===== src/design/icc_defines.vh =====
`ifndef ICC_DEFINES_VH
`define ICC_DEFINES_VH

// Register byte offsets, one aligned word per register
`define ICC_CTRL1_OFF   8'h00
`define ICC_CTRL2_OFF   8'h04
`define ICC_CTRL7_OFF   8'h08
`define ICC_CTRL8_OFF   8'h0C
`define ICC_FIFO1_OFF   8'h10
`define ICC_FIFO2_OFF   8'h14
`define ICC_FIFO7_OFF   8'h18
`define ICC_FIFO8_OFF   8'h1C
`define ICC_IRQ_STAT_OFF 8'h20
`define ICC_IRQ_MASK_OFF 8'h24

// Control register fields
`define ICC_MODE_LSB    0
`define ICC_MODE_MSB    2
`define ICC_TSEL_BIT    7
`define ICC_HAS_DATA_BIT 3
`define ICC_OVF_BIT     4
`define ICC_CTRL_RESET  3'h0
`define ICC_TSEL_RESET  1'b1

// Capture mode encodings
`define ICC_MODE_OFF    3'h0
`define ICC_MODE_BOTH   3'h1
`define ICC_MODE_FALL   3'h2
`define ICC_MODE_RISE   3'h3
`define ICC_MODE_RISE4  3'h4
`define ICC_MODE_RISE16 3'h5

// Prescale divide counts
`define ICC_DIV4_LAST   4'h3
`define ICC_DIV16_LAST  4'hF

`define ICC_FIFO_DEPTH  4

`endif


===== src/design/icc_input_capture.v =====
// Operation
// RULE1 - Three-bit mode field selects fall, rise, every 4th/16th rise, or both edges.
// RULE2 - Prescaler settings come only from the mode field, no separate control.
// RULE3 - Edge prescaler counter clears when channel is off and on reset.
// RULE4 - Each channel owns a four-deep FIFO of 16-bit captures.
// RULE5 - Not-empty flag sets on first capture, holds until FIFO is drained.
// RULE6 - Each FIFO read returns oldest word and advances remaining words.
// RULE7 - Fifth capture into a full FIFO before a read sets overflow flag.
// RULE8 - On overflow the fifth value is dropped, stored entries untouched.
// RULE9 - After overflow, captures are ignored until all four entries are read.
// RULE10 - Software reads FIFO only while not-empty; empty reads are undefined.
// RULE11 - Control bit 7 selects time_base_a or time_base_b per channel.
// RULE12 - After reset the channels use time_base_b.
// RULE13 - In every-edge mode the interrupt flag sets on each rising and falling edge.
// RULE14 - In every-edge mode every capture interrupts; captures-per-interrupt is ignored.
// RULE15 - In every-edge mode overflow is never raised.
// RULE16 - Input capture events raise an interrupt request.
// RULE17 - Up to eight channel indices; this instance has channels 1, 2, 7, 8.
// RULE18 - Synchronised qualifying edge pushes selected 16-bit time base count.
// RULE19 - Reset clears FIFO, not-empty and overflow; overflow clears once drained.
`timescale 1ns/10ps
`default_nettype none
`include "icc_defines.vh"

module icc_input_capture #(
	parameter NCH   = 4,                    // Implemented channels [RULE17]
	parameter WIDTH = 16                    // Capture word width
) (
	input  wire             sys_clk,        // 10 MHz clock
	input  wire             rst_b,          // Async reset, active low
	input  wire [NCH-1:0]   captureIn,      // Inputs 1, 2, 7, 8 in bits 0..3
	input  wire [WIDTH-1:0] timeBaseA,      // time_base_a count
	input  wire [WIDTH-1:0] timeBaseB,      // time_base_b count
	input  wire [7:0]       s_axi_awaddr,   // Write address
	input  wire             s_axi_awvalid,  // Write address valid
	output reg              s_axi_awready,  // Write address ready
	input  wire [31:0]      s_axi_wdata,    // Write data
	input  wire [3:0]       s_axi_wstrb,    // Write strobes
	input  wire             s_axi_wvalid,   // Write data valid
	output reg              s_axi_wready,   // Write data ready
	output reg  [1:0]       s_axi_bresp,    // Write response
	output reg              s_axi_bvalid,   // Write response valid
	input  wire             s_axi_bready,   // Write response ready
	input  wire [7:0]       s_axi_araddr,   // Read address
	input  wire             s_axi_arvalid,  // Read address valid
	output reg              s_axi_arready,  // Read address ready
	output reg  [31:0]      s_axi_rdata,    // Read data
	output reg  [1:0]       s_axi_rresp,    // Read response
	output reg              s_axi_rvalid,   // Read data valid
	input  wire             s_axi_rready,   // Read data ready
	output reg              irq             // Level interrupt
);

	localparam DEPTH = `ICC_FIFO_DEPTH;

	// Write channel: address and data are taken independently
	reg            awHeld;
	reg            wHeld;
	reg  [7:0]     awAddr;
	reg  [31:0]    wData;
	reg  [3:0]     wStrb;
	reg  [NCH-1:0] wrCtrlHit;
	reg  [NCH-1:0] rdFifoHit;
	reg  [NCH-1:0] rdCtrlHit;
	reg            wrHit;
	reg            wrStat;
	reg            wrMask;
	wire           doWrite = awHeld && wHeld && !s_axi_bvalid;
	wire           doRead  = s_axi_arvalid && s_axi_arready;

	// Ready idles as a pulse, so a taken beat is never taken twice
	always @(posedge sys_clk or negedge rst_b) begin
		if (!rst_b) begin
			awHeld        <= 1'b0;
			awAddr        <= 8'h00;
			s_axi_awready <= 1'b0;
		end else begin
			s_axi_awready <= !awHeld && !s_axi_awready;
			if (s_axi_awvalid && s_axi_awready) begin
				awHeld <= 1'b1;
				awAddr <= s_axi_awaddr;
			end else if (doWrite) begin
				awHeld <= 1'b0;
			end
		end
	end

	always @(posedge sys_clk or negedge rst_b) begin
		if (!rst_b) begin
			wHeld        <= 1'b0;
			wData        <= 32'h00000000;
			wStrb        <= 4'h0;
			s_axi_wready <= 1'b0;
		end else begin
			s_axi_wready <= !wHeld && !s_axi_wready;
			if (s_axi_wvalid && s_axi_wready) begin
				wHeld <= 1'b1;
				wData <= s_axi_wdata;
				wStrb <= s_axi_wstrb;
			end else if (doWrite) begin
				wHeld <= 1'b0;
			end
		end
	end

	always @(posedge sys_clk or negedge rst_b) begin
		if (!rst_b) begin
			s_axi_bvalid <= 1'b0;
			s_axi_bresp  <= 2'h0;
		end else if (doWrite) begin
			s_axi_bvalid <= 1'b1;
			s_axi_bresp  <= wrHit ? 2'h0 : 2'h2;
		end else if (s_axi_bvalid && s_axi_bready) begin
			s_axi_bvalid <= 1'b0;
		end
	end

	always @(posedge sys_clk or negedge rst_b) begin
		if (!rst_b) begin
			s_axi_arready <= 1'b0;
		end else begin
			s_axi_arready <= !s_axi_arready && !s_axi_rvalid && s_axi_arvalid;
		end
	end

	// Address decode
	integer k;
	always @* begin
		wrCtrlHit = {NCH{1'b0}};
		rdFifoHit = {NCH{1'b0}};
		rdCtrlHit = {NCH{1'b0}};
		for (k = 0; k < NCH; k = k + 1) begin
			if (awAddr == `ICC_CTRL1_OFF + 8'h04 * k[7:0]) begin
				wrCtrlHit[k] = 1'b1;
			end
			if (s_axi_araddr == `ICC_FIFO1_OFF + 8'h04 * k[7:0]) begin
				rdFifoHit[k] = 1'b1;
			end
			if (s_axi_araddr == `ICC_CTRL1_OFF + 8'h04 * k[7:0]) begin
				rdCtrlHit[k] = 1'b1;
			end
		end
		wrStat = awAddr == `ICC_IRQ_STAT_OFF;
		wrMask = awAddr == `ICC_IRQ_MASK_OFF;
		wrHit  = (|wrCtrlHit) || wrStat || wrMask;
	end

	// Per-channel state
	reg  [2:0]       mode [0:NCH-1];
	reg  [NCH-1:0]   tsel;
	reg  [NCH-1:0]   hasData;
	reg  [NCH-1:0]   ovf;
	reg  [NCH-1:0]   irqStat;
	reg  [NCH-1:0]   irqMask;
	reg  [WIDTH-1:0] fifo [0:NCH*DEPTH-1];
	reg  [2:0]       count [0:NCH-1];
	wire [NCH-1:0]   capEvent;
	wire [NCH-1:0]   popSel = doRead ? rdFifoHit : {NCH{1'b0}};

	genvar g;
	generate
		for (g = 0; g < NCH; g = g + 1) begin : gCh
			reg              sync1;
			reg              sync2;
			reg              prev;
			reg  [3:0]       presc;
			reg              hit;
			reg              riseQual;
			reg  [3:0]       next_presc;
			reg  [2:0]       next_count;
			reg              next_hasData;
			reg              next_ovf;
			reg              next_irqStat;
			reg              doShift;
			reg              doStore;
			reg  [2:0]       storeIdx;
			wire             rise   = sync2 && !prev;
			wire             fall   = !sync2 && prev;
			wire             full   = count[g] == DEPTH;
			wire             empty  = count[g] == 3'h0;
			wire             both   = mode[g] == `ICC_MODE_BOTH;
			wire             pop    = popSel[g] && !empty;
			wire             push   = hit && !ovf[g] && !(full && both);
			wire             clrIrq = doWrite && wrStat && wStrb[0] && wData[g];
			wire [WIDTH-1:0] stamp  = tsel[g] ? timeBaseB : timeBaseA; // [RULE11]
			integer          j;

			// Control fields of this channel
			always @(posedge sys_clk or negedge rst_b) begin
				if (!rst_b) begin
					mode[g] <= `ICC_CTRL_RESET;
					tsel[g] <= `ICC_TSEL_RESET; // [RULE12]
				end else if (doWrite && wStrb[0] && wrCtrlHit[g]) begin
					mode[g] <= wData[`ICC_MODE_MSB:`ICC_MODE_LSB];
					tsel[g] <= wData[`ICC_TSEL_BIT];
				end
			end

			always @* begin
				riseQual = 1'b0;
				hit      = 1'b0;
				case (mode[g]) // [RULE1] [RULE2]
				`ICC_MODE_BOTH:   hit = rise || fall;
				`ICC_MODE_FALL:   hit = fall;
				`ICC_MODE_RISE:   hit = rise;
				`ICC_MODE_RISE4: begin
					riseQual = rise && presc[1:0] == `ICC_DIV4_LAST;
					hit      = riseQual;
				end
				`ICC_MODE_RISE16: begin
					riseQual = rise && presc == `ICC_DIV16_LAST;
					hit      = riseQual;
				end
				default:          hit = 1'b0;
				endcase
			end
			assign capEvent[g] = hit;

			// Prescaler advances on rises only; off mode parks it at zero
			always @* begin
				next_presc = presc;
				if (mode[g] == `ICC_MODE_OFF) begin
					next_presc = 4'h0; // [RULE3]
				end else if (rise) begin
					next_presc = presc + 4'h1;
				end
			end

			// A push in the same cycle as a pop lands behind the shift
			always @* begin
				next_count = count[g];
				doShift    = 1'b0;
				doStore    = 1'b0;
				storeIdx   = count[g];
				if (pop) begin
					doShift = 1'b1; // [RULE6]
					if (push) begin
						doStore  = 1'b1;
						storeIdx = count[g] - 3'h1;
					end else begin
						next_count = count[g] - 3'h1;
					end
				end else if (push && !full) begin
					doStore    = 1'b1; // [RULE4] [RULE18]
					next_count = count[g] + 3'h1;
				end
			end

			// Full and not popped: the fifth value has no slot [RULE8]
			always @* begin
				next_ovf = ovf[g];
				if (push && full && !pop) begin
					next_ovf = 1'b1; // [RULE7] [RULE9] [RULE15]
				end else if (pop && count[g] == 3'h1 && !push) begin
					next_ovf = 1'b0; // [RULE19]
				end
			end

			always @* begin
				next_hasData = hasData[g];
				if (push || (pop && count[g] > 3'h1)) begin
					next_hasData = 1'b1; // [RULE5]
				end else if (popSel[g]) begin
					next_hasData = 1'b0;
				end
			end

			// Each capture interrupts; set beats the clear
			always @* begin
				next_irqStat = irqStat[g];
				if (hit) begin
					next_irqStat = 1'b1; // [RULE13] [RULE14] [RULE16]
				end else if (clrIrq) begin
					next_irqStat = 1'b0;
				end
			end

			always @(posedge sys_clk or negedge rst_b) begin
				if (!rst_b) begin
					sync1      <= 1'b0;
					sync2      <= 1'b0;
					prev       <= 1'b0;
					presc      <= 4'h0; // [RULE3]
					count[g]   <= 3'h0; // [RULE19]
					hasData[g] <= 1'b0;
					ovf[g]     <= 1'b0;
					irqStat[g] <= 1'b0;
					for (j = 0; j < DEPTH; j = j + 1) begin
						fifo[g*DEPTH+j] <= {WIDTH{1'b0}};
					end
				end else begin
					sync1      <= captureIn[g];
					sync2      <= sync1;
					prev       <= sync2;
					presc      <= next_presc;
					count[g]   <= next_count;
					hasData[g] <= next_hasData;
					ovf[g]     <= next_ovf;
					irqStat[g] <= next_irqStat;
					if (doShift) begin
						for (j = 0; j < DEPTH - 1; j = j + 1) begin
							fifo[g*DEPTH+j] <= fifo[g*DEPTH+j+1];
						end
					end
					if (doStore) begin
						fifo[g*DEPTH+storeIdx] <= stamp;
					end
				end
			end
		end
	endgenerate

	// Interrupt mask register
	always @(posedge sys_clk or negedge rst_b) begin
		if (!rst_b) begin
			irqMask <= {NCH{1'b0}};
		end else if (doWrite && wStrb[0] && wrMask) begin
			irqMask <= wData[NCH-1:0];
		end
	end

	// Read data mux; FIFO reads pop the channel [RULE10]
	reg [31:0] rdNext;
	reg        rdOk;
	integer    r;
	always @* begin
		rdNext = 32'h00000000;
		rdOk   = 1'b0;
		for (r = 0; r < NCH; r = r + 1) begin
			if (rdCtrlHit[r]) begin
				rdOk = 1'b1;
				rdNext[`ICC_MODE_MSB:`ICC_MODE_LSB] = mode[r];
				rdNext[`ICC_HAS_DATA_BIT] = hasData[r];
				rdNext[`ICC_OVF_BIT]      = ovf[r];
				rdNext[`ICC_TSEL_BIT]     = tsel[r];
			end
			if (rdFifoHit[r]) begin
				rdOk = 1'b1;
				rdNext[WIDTH-1:0] = fifo[r*DEPTH];
			end
		end
		if (s_axi_araddr == `ICC_IRQ_STAT_OFF) begin
			rdOk = 1'b1;
			rdNext[NCH-1:0] = irqStat;
		end
		if (s_axi_araddr == `ICC_IRQ_MASK_OFF) begin
			rdOk = 1'b1;
			rdNext[NCH-1:0] = irqMask;
		end
	end

	always @(posedge sys_clk or negedge rst_b) begin
		if (!rst_b) begin
			s_axi_rvalid <= 1'b0;
			s_axi_rdata  <= 32'h00000000;
			s_axi_rresp  <= 2'h0;
		end else begin
			if (doRead) begin
				s_axi_rvalid <= 1'b1;
				s_axi_rdata  <= rdNext;
				s_axi_rresp  <= rdOk ? 2'h0 : 2'h2;
			end else if (s_axi_rvalid && s_axi_rready) begin
				s_axi_rvalid <= 1'b0;
			end
		end
	end

	// Interrupt line, one flop after status and mask
	always @(posedge sys_clk or negedge rst_b) begin
		if (!rst_b) begin
			irq <= 1'b0;
		end else begin
			irq <= |(irqStat & irqMask); // [RULE16]
		end
	end

endmodule
`default_nettype wire


===== config.mk =====
export PLATFORM = sky130hd
export DESIGN_NAME = icc_input_capture
export DESIGN_NICKNAME = d
export VERILOG_FILES = /design/src/design/icc_input_capture.v
export VERILOG_INCLUDE_DIRS = /design/src /design/src/design
export SDC_FILE = /design/constraint.sdc
export NUM_CORES = 1
export LEC_CHECK = 0
export ABC_AREA = 1
export BUFFER_PORTS_ARGS = -buffer_cell sky130_fd_sc_hd__buf_2
export CAP_MARGIN = 15
export CORE_ASPECT_RATIO = 0.5
export CORE_UTILIZATION = 40
export CTS_CLUSTER_DIAMETER = 30
export DETAILED_ROUTE_END_ITERATION = 8
export GPL_ROUTABILITY_DRIVEN = 0
export PLACE_DENSITY = 0.65
export SYNTH_ARGS = -nofsm -noshare
export SYNTH_HDL_FRONTEND = slang
export SYNTH_SLANG_ARGS = --single-unit

===== constraint.sdc =====
create_clock -name sys_clk -period 1.8 [get_ports sys_clk]
set_clock_uncertainty 0.15 [all_clocks]
set_input_delay 0 -clock sys_clk [delete_from_list [all_inputs] [get_ports sys_clk]]
set_output_delay 0 -clock sys_clk [all_outputs]
set_load 0.03 [all_outputs]

==> impl_metrics.yaml, run 1 <==
critical_path:
  critPathMaxFanout: 5
  path_depth: 10
  r2r-end: "count[7]"
  rr_worst_depth: 10
  endpoint: "count[7]"
  slowest_delay_ns: 0.42
  arrival_ns: 1.97
  regToRegSetupSlack_ns: -0.04
  cp.required_ns: 1.93
  cp-end-kind: "register"
  startpoint: "gCh[1].prev"
  start_kind: "register"
  cp_top_family: "simple AND/OR/NAND/NOR gates"
  crit_type: "register to register"
  path_buf_inv: 0
  timing.rr.start: "gCh[1].prev"
  cp_cell_sequence: "ha_4, nor2_2, nor2_1, nor3_2, nand3_2, nor2_2, nand2_2, nand2_4, nand2_2, o21ai_1"
  crit_slowest_cell: "dfrtp_1"
run_status:
  violations: "negative setup slack"
  status: "complete, but fails checks"
placement:
  dp_slack_ns: -0.0582
  io_buffer_count: 46
  placedCellCount: 929
  place_area_um2: 6200
  place_hpwl_um: 8520
grt:
  antenna_found_initial: 0
  grt_pass1_vias: 4228
  track_usage_pct: 16.9
  grt_first_pass_wirelength_um: 19600
  grt_max_degree: 44
  grt_overflow_total: 0
yosys:
  synth_top_family_by_area: "simple AND/OR/NAND/NOR gates"
  yosysWarnings: 384
  synth_area_per_cell_um2: 8.40
  muxShareOfSynthArea_pct: 0.801
  ys_ff_latch: 102
  ys_seq_area_share_pct: 45.5
  ys.flop_type: "dfrtp_1"
  synth-xor-area-share_pct: 2.49
  synth-edff-count: 0
  syn_inst: 669
  synth_cell_types: 39
  yosys.area_share.adder_pct: 6.23
  async_flop_share_pct: 100
  synth_area_um2: 5620
  synthSimpleGateAreaFrac_pct: 23.7
  synth-compound-area-share_pct: 10.5
detailed_routing:
  post-route-drc-count: 0
  drt-initial-drc-count: 214
  vias_per_cell: 4.68
  drtPass1Iterations: 4
  antenna_left: 0
  dr_total_vias: 4579
  wl_per_cell_um: 12.0
  drt_wl_total_um: 11800
timing:
  rsz0062_at_grt: "true"
  setup_viol: 7
  whs_ns: 0.0154
  drv_slew: 0
  fin_crit_sh_pct: 102
  fin_crit_ns: 1.84
  tightest_slew_ns: 0.818
  fmaxAchievable_mhz: 543
  hold_viol_final: 0
  fin_ws_ns: -0.0405
  slew_headroom_pct: 45.5
finish:
  nNetsFinal: 904
  fillers: 1288
  drive_above_1_share_pct: 24.8
  fin_cells: 978
  antenna_cells: 0
  area_growth_pct: 24.4
  fin_area_um2: 6990
clocking:
  tritoncts: "done"
  cts.sinks: 102
  clk_latency_ns: 0.35
  numCtsBuffers: 9
  cts_max_level: 3
  root_buffer: "clkbuf_16"
  cts_buffer_depth: 2
  clk_pin_slew_ns: 0.08
power_and_ir_drop:
  fin_total_pwr_uw: 6250
  power_per_cell_area_nw_per_um2: 895
  ir_drop_uv: 525
  p_leak_uw: 0.00349
die:
  dieWidth_um: 170
  coreArea_um2: 13600
  die-area_um2: 14600
  rows: 30
  start_util_pct: 41.2
  die_h_um: 85.8
  io_pins: 137
worst_hold_path:
  min_path_type: "input port to register"
flow_run:
  maxCapViolCount: 0
==> tightest hold or removal path, delay by kind of cell <==
family | cells | cell delay (ns)
AO/OA/AOI/OAI | 1 | 0.16
AND/OR/NAND/NOR | 3 | 0.20
buffers and inverters | 1 | 0.11
==> registers in the layout, indices dropped and copies added, names as in the netlist, 4 cells and up <==
| name | flops |
|---|---|
| gCh.presc | 16 |
| count | 12 |
| mode | 12 |
| awAddr | 8 |
| s_axi_rdata | 6 |
| wData | 5 |
| gCh.prev | 4 |
| gCh.sync1 | 4 |
| gCh.sync2 | 4 |
| hasData | 4 |
| irqMask | 4 |
| irqStat | 4 |
| ovf | 4 |
| tsel | 4 |
==> final cells by class <==
cell class	count	area (um2)	share of cell area (%)
multi-input cells	463	2720	39.0
flip-flops and latches	102	2560	36.6
repair buffers	108	791	11.3
inverters	97	364	5.21
well taps	192	240	3.44
clock buffers	9	225	3.22
clock inverters	7	87.6	1.25
==> worst min-delay path by stage <==
stage	endpoint	cells after the start	startpoint
floorplan	awAddr[0]	0	rst_b
global placement	count[3]	1	rst_b
detailed placement	count[3]	1	rst_b
CTS	hasData[0]	5	s_axi_araddr[0]
global route	s_axi_arready	3	rst_b
finish	hasData[0]	5	s_axi_araddr[0]
==> report_power, final <==
group	internal [uW]	leakage, uW	switching, uW
clock	999	0.000148	989
sequential	2640	0.00126	213
combinational	484	0.00208	935
==> logic make-up after synthesis <==
| kind of cell | count (synthesis) |
|---|---|
| AND/OR/NAND/NOR | 280 |
| buffers and inverters | 131 |
| AO/OA/AOI/OAI | 107 |
| flip-flops | 102 |
| adder cells (fa/ha/maj) | 28 |
| XOR/XNOR | 16 |
| multiplexers | 4 |
| other | 1 |
==> cells in the mapped netlist, types with 5 or more instances <==
master	number	area (um2)
nand3_2	5	50.1
nor2_2	9	56.3
nand2_1	135	507
a31oi_1	6	37.5
nor3_1	12	60.1
o21ai_1	10	50.1
inv_1	87	327
dfrtp_1	98	2450
xnor2_1	8	70.1
buf_4	30	225
nand2_2	15	93.8
ha_1	28	350
nand3_1	30	150
xor2_1	8	70.1
a21oi_1	27	135
o21ai_0	49	245
nand4_1	9	56.3
inv_2	10	37.5
nor2_1	50	188
==> per-layer routing <==
| metal | vias to the layer above | track usage [%] | routed length, um |
|---|---|---|---|
| met3 | 10 | 3.32 | 524 |
| met1 | 2144 | 23.4 | 5680 |
| met5 | - | 0 | 0 |
| li1 | 2332 | - | - |
| met4 | 0 | 5.41 | 111 |
| met2 | 93 | 26.6 | 5450 |
==> per-stage QoR <==
step / utilization [%] / TNS [ns]
2_1_floorplan: - / 0
3_3_place_gp: 45.5 / -0.000181
3_5_place_dp: 45.5 / -0.201
4_1_cts: 49.8 / -0.120
5_1_grt: 51.3 / -1.75
6_report: 51.3 / -0.202
==> timing repair <==
| item | CTS | global route |
|---|---|---|
| gates cloned | 0 | 0 |
| hold buffers | 23 | 0 |
| setup buffers | 4 | 6 |
| endpoints found under the hold margin | 123 | 0 |
| setup endpoints to repair | 9 | 30 |
| gates resized for setup | 5 | 46 |
| pin swaps | 8 | 25 |
==> layout by cell type (no fill, tap or decap), types with 9 or more instances in the layout <==
master / instances
o21ai_1: 13
buf_4: 36
buf_2: 45
ha_1: 23
nor2_2: 11
nand2_1: 126
inv_1: 81
nand3_1: 28
inv_2: 16
o21ai_0: 45
nand2_2: 19
nor2_1: 46
clkbuf_16: 9
nor3_1: 10
dlygate4sd3_1: 22
dfrtp_1: 96
a21oi_1: 25
nand4_1: 9
conb_1: 28
(Power assumes the default switching activity.)
==> inputs of run 2 (changes only) <==
ABC_AREA = default   (was 1)
CORE_ASPECT_RATIO = 0.75   (was 0.5)
SLEW_MARGIN = 20   (was default)
==> run 2 against run 1 <==
  * The run still ends with negative setup slack left
  * Global-route usage grew 3.3 points
  * Sequential share of layout area fell by 4.4 points
  * Sequential cell count unchanged
  * Combinational power is 77% higher
  * Clock-buffer cell count rose by 1
  * Area after synthesis increased by 0.69%
  * Register-to-register slack worse by 0.63 ns
  * Utilization is 6.6 points higher
  * Final area grew 14%
  * Synthesized cell count fell by 18%
  * Via count increased by 4.1%
  * Cell count decreased by 6.2%
  * Critical path type unchanged
  * Critical endpoint unchanged
  * Largest cell class unchanged
==> impl_metrics.yaml, run 2 <==
run_status:
  status: "complete, but fails checks"
  violations: "negative setup slack"
finish:
  fin_area_um2: 7960
  layout_common_cells: "110 x buf_4, 94 x dfrtp_1, 45 x buf_2"
  antenna_cells: 0
  nNetsFinal: 860
  layout_commonest_cell: "buf_4"
  regMostFlops: "gCh.presc"
  drive_above_1_share_pct: 41.1
  fin_cells: 917
  reg_top3: "gCh.presc x16, count x12, mode x12"
  largest_reg_flops: 16
  area_growth_pct: 40.7
yosys:
  synth_area_leaders: "dfrtp_1 43%, mux2_2 7.2%, ha_1 6.2%"
  synth_top_family_by_area: "simple AND/OR/NAND/NOR gates"
  ys.flop_type: "dfrtp_1"
  muxShareOfSynthArea_pct: 10.8
  synth-edff-count: 0
  yosysWarnings: 384
  synth.top_cell.area_share_pct: 43.3
  synth-compound-area-share_pct: 13.6
  async_flop_share_pct: 100
  synth_area_um2: 5660
  syn_inst: 547
  ys_ff_latch: 102
  synthTopCellsByCount: "98 x dfrtp_1, 47 x nand2_1, 37 x nor2_1"
  synth.most_common_cell: "dfrtp_1"
  yosys.area.top_type: "dfrtp_1"
  synth_area_per_cell_um2: 10.3
  yosys.area_share.adder_pct: 6.19
  synth-xor-area-share_pct: 2.48
  synth_cell_types: 69
  synthSimpleGateAreaFrac_pct: 15.1
  ys_seq_area_share_pct: 45.2
power_and_ir_drop:
  p_leak_uw: 0.00360
  power_per_cell_area_nw_per_um2: 966
  ir_drop_uv: 907
detailed_routing:
  drt-initial-drc-count: 362
  drtPass1Iterations: 5
  wl_per_cell_um: 15.5
  dr_total_vias: 4768
  post-route-drc-count: 0
  drt_wl_total_um: 14200
  vias_per_cell: 5.20
  antenna_left: 0
grt:
  antenna_found_initial: 0
  grt_overflow_total: 0
  track_usage_pct: 20.2
  grt_max_degree: 40
  grt_pass1_vias: 4864
  grt_first_pass_wirelength_um: 23500
timing:
  setup_viol: 39
  fin_crit_sh_pct: 137
  tightest_slew_ns: 0.535
  fin_ws_ns: -0.674
  drv_slew: 0
  rsz0062_at_grt: "true"
  fmaxAchievable_mhz: 404
  fin_crit_ns: 2.47
  whs_ns: 0.0156
  hold_viol_final: 0
  slew_headroom_pct: 64.3
placement:
  place_area_um2: 6960
  dp_slack_ns: -0.638
  io_buffer_count: 46
  placedCellCount: 861
  place_hpwl_um: 10200
die:
  die-area_um2: 14600
  coreArea_um2: 13700
  start_util_pct: 41.2
  io_pins: 137
  dieWidth_um: 139
  die_h_um: 105
  rows: 37
clocking:
  tritoncts: "done"
  numCtsBuffers: 9
  clk_latency_ns: 0.35
  cts.sinks: 102
  root_buffer: "clkbuf_16"
  cts_buffer_depth: 2
  clk_pin_slew_ns: 0.07
  cts_max_level: 3
critical_path:
  cp_cell_sequence: "inv_1, ha_1, or2b_1, a21o_2, a211o_1, or4_1, o311ai_1, a311oi_1"
  rr_worst_depth: 8
  slowest_delay_ns: 0.50
  cp-end-kind: "register"
  start_kind: "register"
  crit_slowest_cell: "or4_1"
  r2r-end: "count[7]"
  critPathMaxFanout: 4
  crit_type: "register to register"
  timing.rr.start: "gCh[1].sync2"
  regToRegSetupSlack_ns: -0.67
  arrival_ns: 2.55
  cp.required_ns: 1.88
flow_run:
  maxCapViolCount: 0
worst_hold_path:
  min_path_type: "input port to asynchronous set/reset pin"
[run 2: changes by cell type in the layout (fill, tap and decap cells not counted), moves of 9 or more]
| cell | previous run | this run |
|---|---|---|
| nor2_1 | 46 | 33 |
| nand2_2 | 19 | 5 |
| o21ai_1 | 13 | 2 |
| mux2i_1 | 0 | 9 |
| nand3_1 | 28 | 7 |
| o21ai_0 | 45 | 25 |
| buf_4 | 36 | 110 |
| inv_2 | 16 | 7 |
| nand2_1 | 126 | 41 |
| nor2_2 | 11 | 0 |
| mux2_2 | 4 | 30 |
| a21oi_1 | 25 | 11 |
| inv_1 | 81 | 25 |
[run 2: kinds of logic after synthesis]
group | Yosys count
AND/OR/NAND/NOR | 162
multiplexers | 50
adder cells (fa/ha/maj) | 28
buffers and inverters | 71
AO/OA/AOI/OAI | 117
XOR/XNOR | 16
flip-flops | 102
other | 1
[run 2: cell type report]
class	count	area, um2
fill	1139	5790
multi-input combinational	401	3320
sequential	102	2560
timing repair buffer	191	1440
clock buffer	10	229
tap	175	219
inverter	32	120
clock inverter	6	76.3
[run 2: worst max-delay path: cells and delay by family, from the launching register on]
kind	cells	cell delay (ns)
AO/OA/AOI/OAI	4	0.74
AND/OR/NAND/NOR	2	0.72
flip-flops	1	0.41
adder cells (fa/ha/maj)	1	0.28
buffers and inverters	1	0.06
[run 2: per-stage QoR]
stage	utilization, %	TNS, ns	power, uW
finish	57.9	-7.45	7690
global route	57.9	-11.38	8110
CTS	56.7	-7.64	7640
detailed placement	50.6	-10.16	5410
global placement	50.6	-8.18	5310
floorplan	-	-3.72	4470
[run 2: how the worst max path moves through the flow]
stage	start	end	slack, ns	cells after the start
floorplan	gCh[1].prev	count[7]	-0.58	8
global placement	gCh[1].sync2	count[7]	-0.58	8
detailed placement	gCh[1].sync2	count[7]	-0.64	8
CTS	gCh[1].sync2	count[7]	-0.65	8
global route	gCh[1].sync2	count[7]	-0.77	9
finish	gCh[1].sync2	count[7]	-0.67	8
[run 2: what timing repair did]
item | 4_1_cts | 5_1_grt
gates resized for setup | 41 | 33
endpoints found under the setup margin | 43 | 42
setup buffers | 9 | 5
hold endpoints to repair | 126 | 0
pin swaps | 29 | 19
hold buffers | 29 | 0
[run 2: power breakdown]
part           leakage [uW]  switching (uW)  internal [uW]
Sequential          0.00126             436           2720
Combinational       0.00220            1290           1230
Clock              0.000150             922           1100
Total               0.00360            2650           5040
[run 2: per-layer routing]
metal  vias to the layer above  share of wire, %  GRT usage (%)
met4                         0               1.1           5.24
li1                       2299                 -              -
met1                      2302                48           28.3
met3                        15               5.3           4.22
met5                         -                 0              0
met2                       152                46           31.7
